### src/ffmd_pkg.sv
// package: register map, reset values, timing constants for the free-fall / motion detector
// assumes a 125 MHz reference clock and 12-bit unsigned axis samples
package ffmd_pkg;
   localparam logic [7:0] FF_THRESH_ADDR = 8'h08;
   localparam logic [7:0] FF_DEBOUNCE_ADDR = 8'h09;
   localparam logic [7:0] MOT_THRESH_ADDR = 8'h0A;
   localparam logic [7:0] MOT_DEBOUNCE_ADDR = 8'h0B;
   localparam logic [7:0] SPI_READ_BIT = 8'h80;
   localparam logic [7:0] FF_THRESH_RST = 8'h0E;
   localparam logic [7:0] FF_DEBOUNCE_RST = 8'h01;
   localparam logic [7:0] MOT_THRESH_RST = 8'h55;
   localparam logic [7:0] MOT_DEBOUNCE_RST = 8'h01;
   localparam int SAMPLE_BITS = 12;
   localparam int THRESH_SHIFT = 4;
   localparam int CLK_HZ = 125000000;
   localparam int RATE0_HZ = 250;
   localparam int RATE1_HZ = 1000;
   localparam int RATE2_HZ = 4000;
   localparam int RATE3_HZ = 16000;
   localparam int TICK_W = 20;
   localparam logic [TICK_W-1:0] RATE0_CYC = TICK_W'(CLK_HZ / RATE0_HZ);
   localparam logic [TICK_W-1:0] RATE1_CYC = TICK_W'(CLK_HZ / RATE1_HZ);
   localparam logic [TICK_W-1:0] RATE2_CYC = TICK_W'(CLK_HZ / RATE2_HZ);
   localparam logic [TICK_W-1:0] RATE3_CYC = TICK_W'(CLK_HZ / RATE3_HZ);
   typedef enum logic [2:0] {
      DET_IDLE = 3'b001,
      DET_COUNT = 3'b010,
      DET_HIT = 3'b100
   } det_state_t;
endpackage

### src/ffmd_det_if.sv
// interface: one debounce channel, between detector top and debounce counter
// assumes one clock domain, driven by the top
`timescale 1ns/100ps
interface ffmd_det_if;
   logic tick;
   logic qualify;
   logic [7:0] debounce;
   logic detected;
   modport top (output tick, output qualify, output debounce, input detected);
   modport chan (input tick, input qualify, input debounce, output detected);
endinterface

### src/ffmd_top.sv
// free-fall / high-g motion detector with its four threshold and debounce registers
// assumes a byte register port from the serial front end and synchronous axis samples
`timescale 1ns/100ps
module ffmd_top
   import ffmd_pkg::*;
(
   // clock and reset
   input wire logic ref_clk,
   input wire logic reset_n,
   // register port from serial front end
   input wire logic reg_wr,
   input wire logic reg_rd,
   input wire logic [7:0] reg_addr,
   input wire logic [7:0] reg_wdata,
   output logic [7:0] reg_rdata,
   output logic reg_hit,
   // axis samples
   input wire logic sample_valid,
   input wire logic [SAMPLE_BITS-1:0] x_sample,
   input wire logic [SAMPLE_BITS-1:0] y_sample,
   input wire logic [SAMPLE_BITS-1:0] z_sample,
   // control bits held elsewhere in the device
   input wire logic debounce_rate_sel_lo,
   input wire logic debounce_rate_sel_hi,
   input wire logic freefall_irq_enable,
   input wire logic freefall_latch_mode,
   input wire logic motion_latch_mode,
   input wire logic motion_enable_pin,
   // flags
   output logic freefall_flag,
   output logic motion_flag,
   output logic irq_out
);
   import ffmd_pkg::*;

   // ---------------------------------------------
   // register file
   // ---------------------------------------------
   logic [7:0] freefall_threshold_reg;
   logic [7:0] freefall_debounce_reg;
   logic [7:0] motion_threshold_reg;
   logic [7:0] motion_debounce_reg;
   logic [7:0] addr_base;

   // spi read addresses carry bit 7; strip it so both forms decode
   assign addr_base = reg_addr & ~SPI_READ_BIT;

   function automatic logic is_mapped(input logic [7:0] a);
      is_mapped = (a == FF_THRESH_ADDR) || (a == FF_DEBOUNCE_ADDR) ||
                  (a == MOT_THRESH_ADDR) || (a == MOT_DEBOUNCE_ADDR);
   endfunction

   always_ff @(posedge ref_clk or negedge reset_n) begin
      if (!reset_n) begin
         freefall_threshold_reg <= FF_THRESH_RST;
         freefall_debounce_reg <= FF_DEBOUNCE_RST;
         motion_threshold_reg <= MOT_THRESH_RST;
         motion_debounce_reg <= MOT_DEBOUNCE_RST;
      end else if (reg_wr) begin
         case (addr_base)
            FF_THRESH_ADDR: freefall_threshold_reg <= reg_wdata;
            FF_DEBOUNCE_ADDR: freefall_debounce_reg <= reg_wdata;
            MOT_THRESH_ADDR: motion_threshold_reg <= reg_wdata;
            MOT_DEBOUNCE_ADDR: motion_debounce_reg <= reg_wdata;
            default: ;
         endcase
      end
   end

   // read data registered; unmapped reads return zero
   always_ff @(posedge ref_clk or negedge reset_n) begin
      if (!reset_n) begin
         reg_rdata <= 8'h00;
         reg_hit <= 1'b0;
      end else begin
         reg_hit <= (reg_rd || reg_wr) && is_mapped(addr_base);
         if (reg_rd) begin
            case (addr_base)
               FF_THRESH_ADDR: reg_rdata <= freefall_threshold_reg;
               FF_DEBOUNCE_ADDR: reg_rdata <= freefall_debounce_reg;
               MOT_THRESH_ADDR: reg_rdata <= motion_threshold_reg;
               MOT_DEBOUNCE_ADDR: reg_rdata <= motion_debounce_reg;
               default: reg_rdata <= 8'h00;
            endcase
         end
      end
   end

   // ---------------------------------------------
   // pin synchronisers
   // ---------------------------------------------
   logic [5:0] pin_meta_reg;
   logic [5:0] pin_sync_reg;
   always_ff @(posedge ref_clk or negedge reset_n) begin
      if (!reset_n) begin
         pin_meta_reg <= 6'h00;
         pin_sync_reg <= 6'h00;
      end else begin
         pin_meta_reg <= {debounce_rate_sel_hi, debounce_rate_sel_lo, freefall_irq_enable,
                          freefall_latch_mode, motion_latch_mode, motion_enable_pin};
         pin_sync_reg <= pin_meta_reg;
      end
   end
   logic [1:0] rate_sel;
   logic ff_en;
   logic ff_lat;
   logic mot_lat;
   logic mot_en;
   assign rate_sel = pin_sync_reg[5:4];
   assign ff_en = pin_sync_reg[3];
   assign ff_lat = pin_sync_reg[2];
   assign mot_lat = pin_sync_reg[1];
   assign mot_en = pin_sync_reg[0];

   // ---------------------------------------------
   // debounce rate tick
   // ---------------------------------------------
   logic [TICK_W-1:0] tick_cnt_reg;
   logic [TICK_W-1:0] tick_period;
   logic tick;
   always_comb begin
      case (rate_sel)
         2'b00: tick_period = RATE0_CYC;
         2'b01: tick_period = RATE1_CYC;
         2'b10: tick_period = RATE2_CYC;
         default: tick_period = RATE3_CYC;
      endcase
   end
   assign tick = (tick_cnt_reg >= tick_period - TICK_W'(1));
   always_ff @(posedge ref_clk or negedge reset_n) begin
      if (!reset_n) begin
         tick_cnt_reg <= '0;
      end else if (tick) begin
         tick_cnt_reg <= '0;
      end else begin
         tick_cnt_reg <= tick_cnt_reg + TICK_W'(1);
      end
   end

   // ---------------------------------------------
   // axis capture and comparison
   // ---------------------------------------------
   logic [SAMPLE_BITS-1:0] axis_reg [3];
   always_ff @(posedge ref_clk or negedge reset_n) begin
      if (!reset_n) begin
         axis_reg[0] <= '0;
         axis_reg[1] <= '0;
         axis_reg[2] <= '0;
      end else if (sample_valid) begin
         axis_reg[0] <= x_sample;
         axis_reg[1] <= y_sample;
         axis_reg[2] <= z_sample;
      end
   end

   logic [SAMPLE_BITS-1:0] ff_limit;
   logic [SAMPLE_BITS-1:0] mot_limit;
   assign ff_limit = {freefall_threshold_reg, {THRESH_SHIFT{1'b0}}};
   assign mot_limit = {motion_threshold_reg, {THRESH_SHIFT{1'b0}}};

   logic [2:0] below;
   logic [2:0] above;
   genvar g;
   generate
      for (g = 0; g < 3; g++) begin : g_axis
         assign below[g] = axis_reg[g] < ff_limit;
         assign above[g] = axis_reg[g] > mot_limit;
      end
   endgenerate

   // ---------------------------------------------
   // debounce channels
   // ---------------------------------------------
   ffmd_det_if ff_ch();
   ffmd_det_if mot_ch();
   assign ff_ch.tick = tick;
   assign ff_ch.qualify = &below;
   assign ff_ch.debounce = freefall_debounce_reg;
   assign mot_ch.tick = tick;
   assign mot_ch.qualify = |above;
   assign mot_ch.debounce = motion_debounce_reg;

   ffmd_debounce u_ff_deb (.ref_clk(ref_clk), .reset_n(reset_n), .det(ff_ch.chan));
   ffmd_debounce u_mot_deb (.ref_clk(ref_clk), .reset_n(reset_n), .det(mot_ch.chan));

   // ---------------------------------------------
   // latching and output
   // ---------------------------------------------
   logic ff_latched_reg;
   logic mot_latched_reg;
   always_ff @(posedge ref_clk or negedge reset_n) begin
      if (!reset_n) begin
         ff_latched_reg <= 1'b0;
      end else if (!ff_en) begin
         ff_latched_reg <= 1'b0;
      end else if (ff_ch.detected) begin
         ff_latched_reg <= 1'b1;
      end
   end
   always_ff @(posedge ref_clk or negedge reset_n) begin
      if (!reset_n) begin
         mot_latched_reg <= 1'b0;
      end else if (!mot_en) begin
         mot_latched_reg <= 1'b0;
      end else if (mot_ch.detected) begin
         mot_latched_reg <= 1'b1;
      end
   end

   // enable gates the output; detection itself keeps running
   always_ff @(posedge ref_clk or negedge reset_n) begin
      if (!reset_n) begin
         freefall_flag <= 1'b0;
         motion_flag <= 1'b0;
         irq_out <= 1'b0;
      end else begin
         freefall_flag <= ff_en && (ff_lat ? (ff_latched_reg || ff_ch.detected)
                                           : ff_ch.detected);
         motion_flag <= mot_en && (mot_lat ? (mot_latched_reg || mot_ch.detected)
                                           : mot_ch.detected);
         irq_out <= (ff_en && (ff_lat ? (ff_latched_reg || ff_ch.detected) : ff_ch.detected))
                    || (mot_en && (mot_lat ? (mot_latched_reg || mot_ch.detected)
                                           : mot_ch.detected));
      end
   end
endmodule

### src/ffmd_debounce.sv
// debounce counter: counts consecutive qualifying samples up to the programmed value
// assumes tick is a one-cycle pulse at the selected debounce rate
`timescale 1ns/100ps
module ffmd_debounce
   import ffmd_pkg::*;
(
   // clock and reset
   input wire logic ref_clk,
   input wire logic reset_n,
   // channel
   ffmd_det_if.chan det
);
   import ffmd_pkg::*;
   det_state_t state_reg;
   det_state_t state_next;
   logic [7:0] count_reg;
   logic [7:0] count_next;

   always_comb begin
      state_next = state_reg;
      count_next = count_reg;
      if (det.tick) begin
         if (!det.qualify) begin
            state_next = DET_IDLE;
            count_next = 8'h00;
         end else begin
            case (state_reg)
               DET_IDLE, DET_COUNT: begin
                  // count reaching the register value raises the flag
                  if (count_reg + 8'h01 >= det.debounce || det.debounce == 8'h00) begin
                     state_next = DET_HIT;
                  end else begin
                     state_next = DET_COUNT;
                     count_next = count_reg + 8'h01;
                  end
               end
               DET_HIT: state_next = DET_HIT;
               default: state_next = DET_IDLE;
            endcase
         end
      end
   end

   always_ff @(posedge ref_clk or negedge reset_n) begin
      if (!reset_n) begin
         state_reg <= DET_IDLE;
         count_reg <= 8'h00;
      end else begin
         state_reg <= state_next;
         count_reg <= count_next;
      end
   end

   assign det.detected = (state_reg == DET_HIT);
endmodule

### config.mk
export PLATFORM = sky130hd
export DESIGN_NAME = ffmd_top
export DESIGN_NICKNAME = d
export VERILOG_FILES = /design/src/ffmd_pkg.sv /design/src/ffmd_det_if.sv /design/src/ffmd_top.sv /design/src/ffmd_debounce.sv
export SDC_FILE = /design/constraint.sdc
export NUM_CORES = 1
export LEC_CHECK = 0
export ABC_AREA = 1
export BUFFER_PORTS_ARGS = -buffer_cell sky130_fd_sc_hd__buf_4
export CAP_MARGIN = 20
export CORE_MARGIN = 2
export CORE_UTILIZATION = 43
export CTS_CLUSTER_DIAMETER = 150
export DETAILED_ROUTE_END_ITERATION = 10
export PLACE_DENSITY = 0.67
export SLEW_MARGIN = 20
export SYNTH_ARGS = -nofsm -noshare
export SYNTH_HDL_FRONTEND = slang
export SYNTH_HIERARCHICAL = 1
export SYNTH_SLANG_ARGS = --single-unit
### constraint.sdc
create_clock -name ref_clk -period 3.7 [get_ports ref_clk]
set_input_delay 0.555 -clock ref_clk [delete_from_list [all_inputs] [get_ports ref_clk]]
set_output_delay 0.555 -clock ref_clk [all_outputs]
set_load 0.05 [all_outputs]
==> run_results.csv, run 1 <==
group,metric,value,unit
place,place.gp.congestion,0.869,
yosys,synth_top_cell_by_area,"dfrtp_1",
floorplanning,dieArea,20000,µm²
run,drv_cap,0,
floorplanning,rows,50,
worst_setup_path,end_kind,"flip-flop",
sta,hold_violations,0,
yosys,ys_seq_area_share,42.0,%
cells_and_area,largest_reg_flops,36,
yosys,ys_warn_count,6,
clocking,ctsResizeCount,0,
sta,tns,0,ps
sta,setup_viol,0,
floorplanning,die_y,142,µm
sta,final_min_period_over_clock_period,75.2,%
run_status,status,"completed",
cells_and_area,nets,1222,
clocking,cts_sinks,136,
clocking,htreeDepth,4,
sta,rsz0062_at_grt,"no",
floorplanning,start_util,43.7,%
drt,drtPass1Iterations,5,
global_route,grt.met2_usage,30.4,%
yosys,synth.distinct_cells,33,
clocking,insertion_delay,420,ps
worst_setup_path,cp.arrival,3140,ps
cells_and_area,syn2layout_area_growth,17.6,%
place,placed_cells,1282,
sta,maxSlewViolCount,0,
cells_and_area,layout_common_cells,"nand2_1, dfrtp_1, inv_1, nor2_1, ha_1",
global_route,grt_usage,18.6,%
worst_setup_path,cp-endpoint,"u_mot_deb/count_reg[4]",
cells_and_area,num_antenna_cells,0,
global_route,use_met3,3.75,%
floorplanning,core_area,18600,µm²
place,hpwlAfterDp,13300,µm
yosys,syn_nets,1139,
worst_setup_path,r2r_cells,16,
yosys,synth_seq_cells,136,
clocking,cts_tree,"done",
clocking,clkTransAtPathRegs,60,ps
worst_setup_path,cp-startpoint,"pin_sync_reg[4]",
global_route,overflow,0,
yosys,synth_top_cell_area_share,38.4,%
place,io_buffers,73,
drt,drc,0,
worst_setup_path,timing.rr.start,"pin_sync_reg[4]",
global_route,antenna_found_initial,0,
yosys,synth.area.top_cells,"dfrtp_1, ha_1, nand2_1",
global_route,grt.busiest_layer,"met2",
cells_and_area,layout.cells.non_filler,1314,
worst_setup_path,rrSetupSlack,920,ps
clocking,numCtsBuffers,17,
global_route,grt_pass1_wl,29700,µm
worst_setup_path,reg2reg_to,"u_mot_deb/count_reg[4]",
global_route,grt_pass1_vias,6168,
worst_setup_path,crit_required,4060,ps
sta,skew,9.50,ps
drt,vias_per_cell,4.88,
global_route,grt_max_degree,84,
floorplanning,die_x,142,µm
global_route,grt_use_met1,25.3,%
sta,tightest_slew,764,ps
yosys,syn_area,8140,µm²
clocking,hold_buffers,0,
worst_setup_path,cp-start-kind,"flip-flop",
worst_setup_path,critical_path_class,"reg2reg",
power_and_ir_drop,max-vdd-ir-drop,0.365,mV
floorplanning,num_io_pins,75,
drt,drt-initial-drc-count,288,
power_and_ir_drop,p_per_area,435,nW/µm²
clocking,post_cts_buffers,0,
yosys,synth_area_per_cell,8.27,µm²
drt,drt-total-wl,17400,µm
clocking,ctsRootBufferMaster,"clkbuf_16",
sta,relSlewSlack,49.1,%
clocking,clk_path_buf_depth,2,
sta,fmax,360,MHz
yosys,syn_inst,984,
drt,antenna_left,0,
cells_and_area,final_layout_size_suffix_gt1_share,16.2,%
sta,fin_crit,2780,ps
cells_and_area,layout_commonest_cell,"nand2_1",
drt,vias,6410,
worst_setup_path,crit_fanout,9,
power_and_ir_drop,leakage,5.03,nW
hold_path,hp-class,"in2async",
drt,post_drt_wl_per_cell,13.2,µm
critical path, stage by stage (launching register included):
cell	delay [ps]
dfrtp_1	450
inv_1	140
ha_1	200
inv_1	70
ha_1	190
ha_1	290
nand2_1	50
nor2_1	120
nand2_1	60
nor2_1	100
nand2_1	50
nand3_1	260
buf_4	230
nand2_1	130
nor2_4	230
nand2_1	80
nand2_1	70
power by group:
group          internal (mW)  switching, mW  leakage [nW]  total, mW
Sequential              1.61          0.111          1.70       1.73
Clock                   1.10          0.643         0.290       1.74
Combinational          0.295          0.404          3.04      0.698
per-layer routing:
layer / wire length (µm) / share of wire (%)
met1: 8370 / 48
met2: 8120 / 47
met3: 695 / 4.0
met4: 198 / 1.1
met5: 0 / 0
worst min path at each step:
stage                 endpoint                 from  slack (ps)
6_report          axis_reg[27]              reset_n         180
3_3_place_gp   pin_sync_reg[1]      pin_meta_reg[1]         330
4_1_cts           axis_reg[27]              reset_n         220
3_5_place_dp   pin_sync_reg[1]      pin_meta_reg[1]         340
5_1_grt        pin_meta_reg[2]  freefall_latch_mode         230
2_1_floorplan      axis_reg[0]              reset_n         260
cells by family (layout without fill, tap and decap cells):
group	count (synthesis)	count (layout)	synth area share (%)
AOI/OAI and AO/OA	110	110	7.27
xor gates and xnor gates	26	26	2.98
and+or+nand+nor	465	465	23.9
other	1	1	0.0461
muxes	27	27	3.74
adders and majority gates	92	92	14.1
DFF	136	136	42.0
buffers and inverters	127	223	5.98
cell usage after synthesis:
cell,instances
nand3b_1,4
buf_4,1
a21oi_1,25
conb_1,1
nor2_2,8
mux2_2,27
nor2_1,97
xor2_1,19
nand4_1,4
xnor2_1,5
a21o_1,1
ha_1,92
nor3_4,1
o21ai_0,62
o21ai_1,6
dfstp_2,11
nor3_1,6
nand3_1,47
nand2_4,1
o21a_1,4
nand2_2,7
nor2_4,3
nand2_1,283
buf_1,1
inv_1,112
clkbuf_1,8
nand3_2,4
buf_2,5
a21oi_2,2
xnor2_2,2
o22ai_1,3
dfrtp_1,125
o21bai_1,7
through the flow:
| stage | util (%) | hold slack, ps | cell area [µm²] | worst slack (ps) | power (mW) |
|---|---|---|---|---|---|
| 2_1_floorplan | - | 259 | 8140 | 973 | 2.21 |
| 3_3_place_gp | 48.1 | 333 | 8960 | 955 | 2.43 |
| 3_5_place_dp | 48.1 | 337 | 8960 | 902 | 2.46 |
| 4_1_cts | 51.3 | 216 | 9570 | 894 | 4.21 |
| 5_1_grt | 51.3 | 229 | 9570 | 553 | 4.41 |
| 6_report | 51.3 | 179 | 9570 | 919 | 4.16 |
area by class of cell:
type | count | area, µm²
Multi-Input combinational cell | 721 | 4240
Timing Repair Buffer | 79 | 597
Clock buffer | 21 | 460
Tap cell | 234 | 293
Sequential cell | 136 | 3420
Inverter | 112 | 420
Clock inverter | 11 | 149
Fill cell | 1785 | 9070
Power figures use the tool's default switching activity.
==> inputs of run 2 (changes only) <==
Settings changed: PLACE_DENSITY 0.67 to 0.69.
Clock period 3.7 ns to 2.3 ns, I/O delays scaled along.
==> run 2 against run 1 <==
  * First-iteration DRC count grew 2.1%
  * Largest cell class unchanged
  * Highest routed layer unchanged
  * Combinational power grew 83%
  * Wire length grew 8.1%
  * Fmax grew 23%
==> run_results.csv, run 2 (synthesis results as in run 1) <==
group,metric,value,unit
run_status,status,"completed",
power_and_ir_drop,comb_power_share,18.6,%
cells_and_area,largest_reg_flops,36,
floorplanning,num_io_pins,75,
cells_and_area,nets,1243,
drt,vias,6672,
drt,route.met2.wl,8990,µm
floorplanning,die_x,142,µm
cells_and_area,finish.instance_area,10100,µm²
clocking,clk_path_buf_depth,2,
clocking,cts_sinks,136,
worst_setup_path,reg2reg_to,"u_ff_deb/count_reg[5]",
global_route,antenna_found_initial,0,
hold_path,hold_path_end,"pin_meta_reg[0]",
floorplanning,start_util,43.7,%
clocking,clkTransAtPathRegs,60,ps
drt,highest_layer,"met4",
worst_setup_path,cp-start-kind,"flip-flop",
sta,tightest_slew,711,ps
run,drv_cap,0,
cells_and_area,fill_cells,1714,
sta,skew,6.79,ps
sta,relSlewSlack,52.6,%
worst_setup_path,path_buf_inv,1,
worst_setup_path,crit_slowest_cell,"dfrtp_1",
worst_setup_path,critPathMaxStageDelay,360,ps
sta,holdWs,30.6,ps
sta,setup_viol,0,
drt,drt-total-wl,18800,µm
sta,maxSlewViolCount,0,
clocking,cts_tree,"done",
sta,fin_crit,2270,ps
floorplanning,die_y,142,µm
drt,drtPass1Iterations,5,
worst_setup_path,r2r_cells,15,
floorplanning,core_area,18600,µm²
global_route,grt_pass1_wl,30900,µm
power_and_ir_drop,swShare,29.4,%
hold_path,hp-class,"in2reg",
sta,rsz0062_at_grt,"yes",
drt,post_drt_wl_per_cell,14.1,µm
place,io_buffers,73,
global_route,grt_usage,19.4,%
worst_setup_path,rrSetupSlack,30,ps
sta,fmax,441,MHz
drt,drt-initial-drc-count,294,
power_and_ir_drop,max-vdd-ir-drop,0.560,mV
power_and_ir_drop,leakage,5.19,nW
drt,wl_met3,767,µm
worst_setup_path,crit_fanout,8,
power_and_ir_drop,p_switching,2.03,mW
power_and_ir_drop,p_per_area,684,nW/µm²
worst_setup_path,end_kind,"flip-flop",
power_and_ir_drop,p_total,6.91,mW
worst_setup_path,worst_path_most_repeated_cell,"nand2_1",
clocking,ctsRootBufferMaster,"clkbuf_16",
clocking,insertion_delay,420,ps
cells_and_area,layout_common_cells,"nand2_1, dfrtp_1, inv_1, buf_4, nor2_1",
cells_and_area,syn2layout_area_growth,24.2,%
drt,vias_per_cell,5.00,
worst_setup_path,critical_path_class,"reg2reg",
place,place.gp.congestion,0.842,
drt,antenna_left,0,
place,hpwlAfterDp,13800,µm
floorplanning,rows,50,
power_and_ir_drop,p_clk_share,41.2,%
global_route,grt_max_degree,50,
cells_and_area,layout_commonest_cell,"nand2_1",
worst_setup_path,crit_chain,"ha_2 -> nand3_2 -> nand3b_1 -> xnor2_2 -> ha_1 -> nand2_1 -> inv_1 -> nand2_1 -> nand2_2 -> nor2_4 -> nand3_4 -> nand2_4 -> nand2_8 -> nand2_1 -> nand2_1",
global_route,grt_pass1_vias,6465,
worst_setup_path,cp_top_family,"simple AND/OR/NAND/NOR gates",
sta,final_min_period_over_clock_period,98.7,%
cells_and_area,final_layout_size_suffix_gt1_share,22.9,%
sta,hold_violations,0,
drt,drc,0,
hold_path,whs_path_depth,1,
clocking,htreeDepth,4,
hold_path,min-delay-start,"motion_enable_pin",
clocking,numCtsBuffers,17,
cells_and_area,num_antenna_cells,0,
place,placed_cell_area,9110,µm²
global_route,overflow,0,
power_and_ir_drop,p_int,4.88,mW
worst_setup_path,crit_required,2620,ps
worst_setup_path,cp.arrival,2590,ps
drt,wl_met1,8840,µm
power_and_ir_drop,p_seq_share,40.3,%
worst_setup_path,timing.rr.start,"u_ff_deb/count_reg[1]",
floorplanning,dieArea,20000,µm²
## run 2: final cells by class
class                           instances  area (µm²)  share of cell area [%]
Timing Repair Buffer                  100         801                    7.92
Tap cell                              234         293                    2.90
Clock inverter                         12         168                    1.66
Multi-Input combinational cell        721        4550                    45.1
Sequential cell                       136        3420                    33.8
Clock buffer                           19         443                    4.38
Inverter                              112         428                    4.23
## run 2: power groups by stage
stage / combinational [mW] / sequential [mW] / clock (mW)
2_1_floorplan: 0.788 / 2.77 / 0
3_3_place_gp: 1.14 / 2.82 / 0
3_5_place_dp: 1.18 / 2.82 / 0
4_1_cts: 1.22 / 2.78 / 2.89
5_1_grt: 1.47 / 2.81 / 2.98
6_report: 1.28 / 2.78 / 2.85
## run 2: worst max-delay path by stage
stage                                from                      to  cells past startpoint
global route              pin_sync_reg[5]  u_mot_deb/count_reg[2]                     14
floorplan                 pin_sync_reg[4]   u_ff_deb/state_reg[2]                     17
detailed placement        pin_sync_reg[5]  u_mot_deb/count_reg[3]                     14
CTS                       pin_sync_reg[4]  u_mot_deb/count_reg[5]                     15
finish              u_ff_deb/count_reg[1]   u_ff_deb/count_reg[5]                     15
global placement          pin_sync_reg[5]  u_mot_deb/count_reg[4]                     14
## run 2: stage by stage
step	utilization [%]	TNS [ps]	std cells	setup WS, ps
after floorplan	-	0	984	16.2
after global placement	48.9	-2540	1298	-160
after detailed placement	48.9	-5170	1298	-262
after CTS	52.8	-7.05	1331	-7.05
after global routing	54.2	-2100	1334	-123
final	54.2	0	1334	30.9
## run 2: layer usage
| layer | global-route usage (%) | up-vias |
|---|---|---|
| met5 | 0 | - |
| met4 | 5.42 | 0 |
| met3 | 3.68 | 15 |
| met2 | 32.5 | 123 |
| met1 | 25.7 | 3171 |
| li1 | - | 3363 |
## run 2: worst reg2reg max path: stages, from the launching register on
cell and delay, ps:
dfrtp_1 360, ha_2 210, nand3_2 80, nand3b_1 210, xnor2_2 220, ha_1 250, nand2_1 80, inv_1 50
nand2_1 70, nand2_2 70, nor2_4 140, nand3_4 110, nand2_4 120, nand2_8 80, nand2_1 70, nand2_1 50
## run 2: timing repair
action | CTS | global route
endpoints found under the setup margin | 40 | 41
hold buffers | 1 | 0
gates cloned | 0 | 0
pin swaps | 13 | 58
endpoints found under the hold margin | 43 | 0
buffers inserted | 2 | 4
resized for setup | 25 | 64
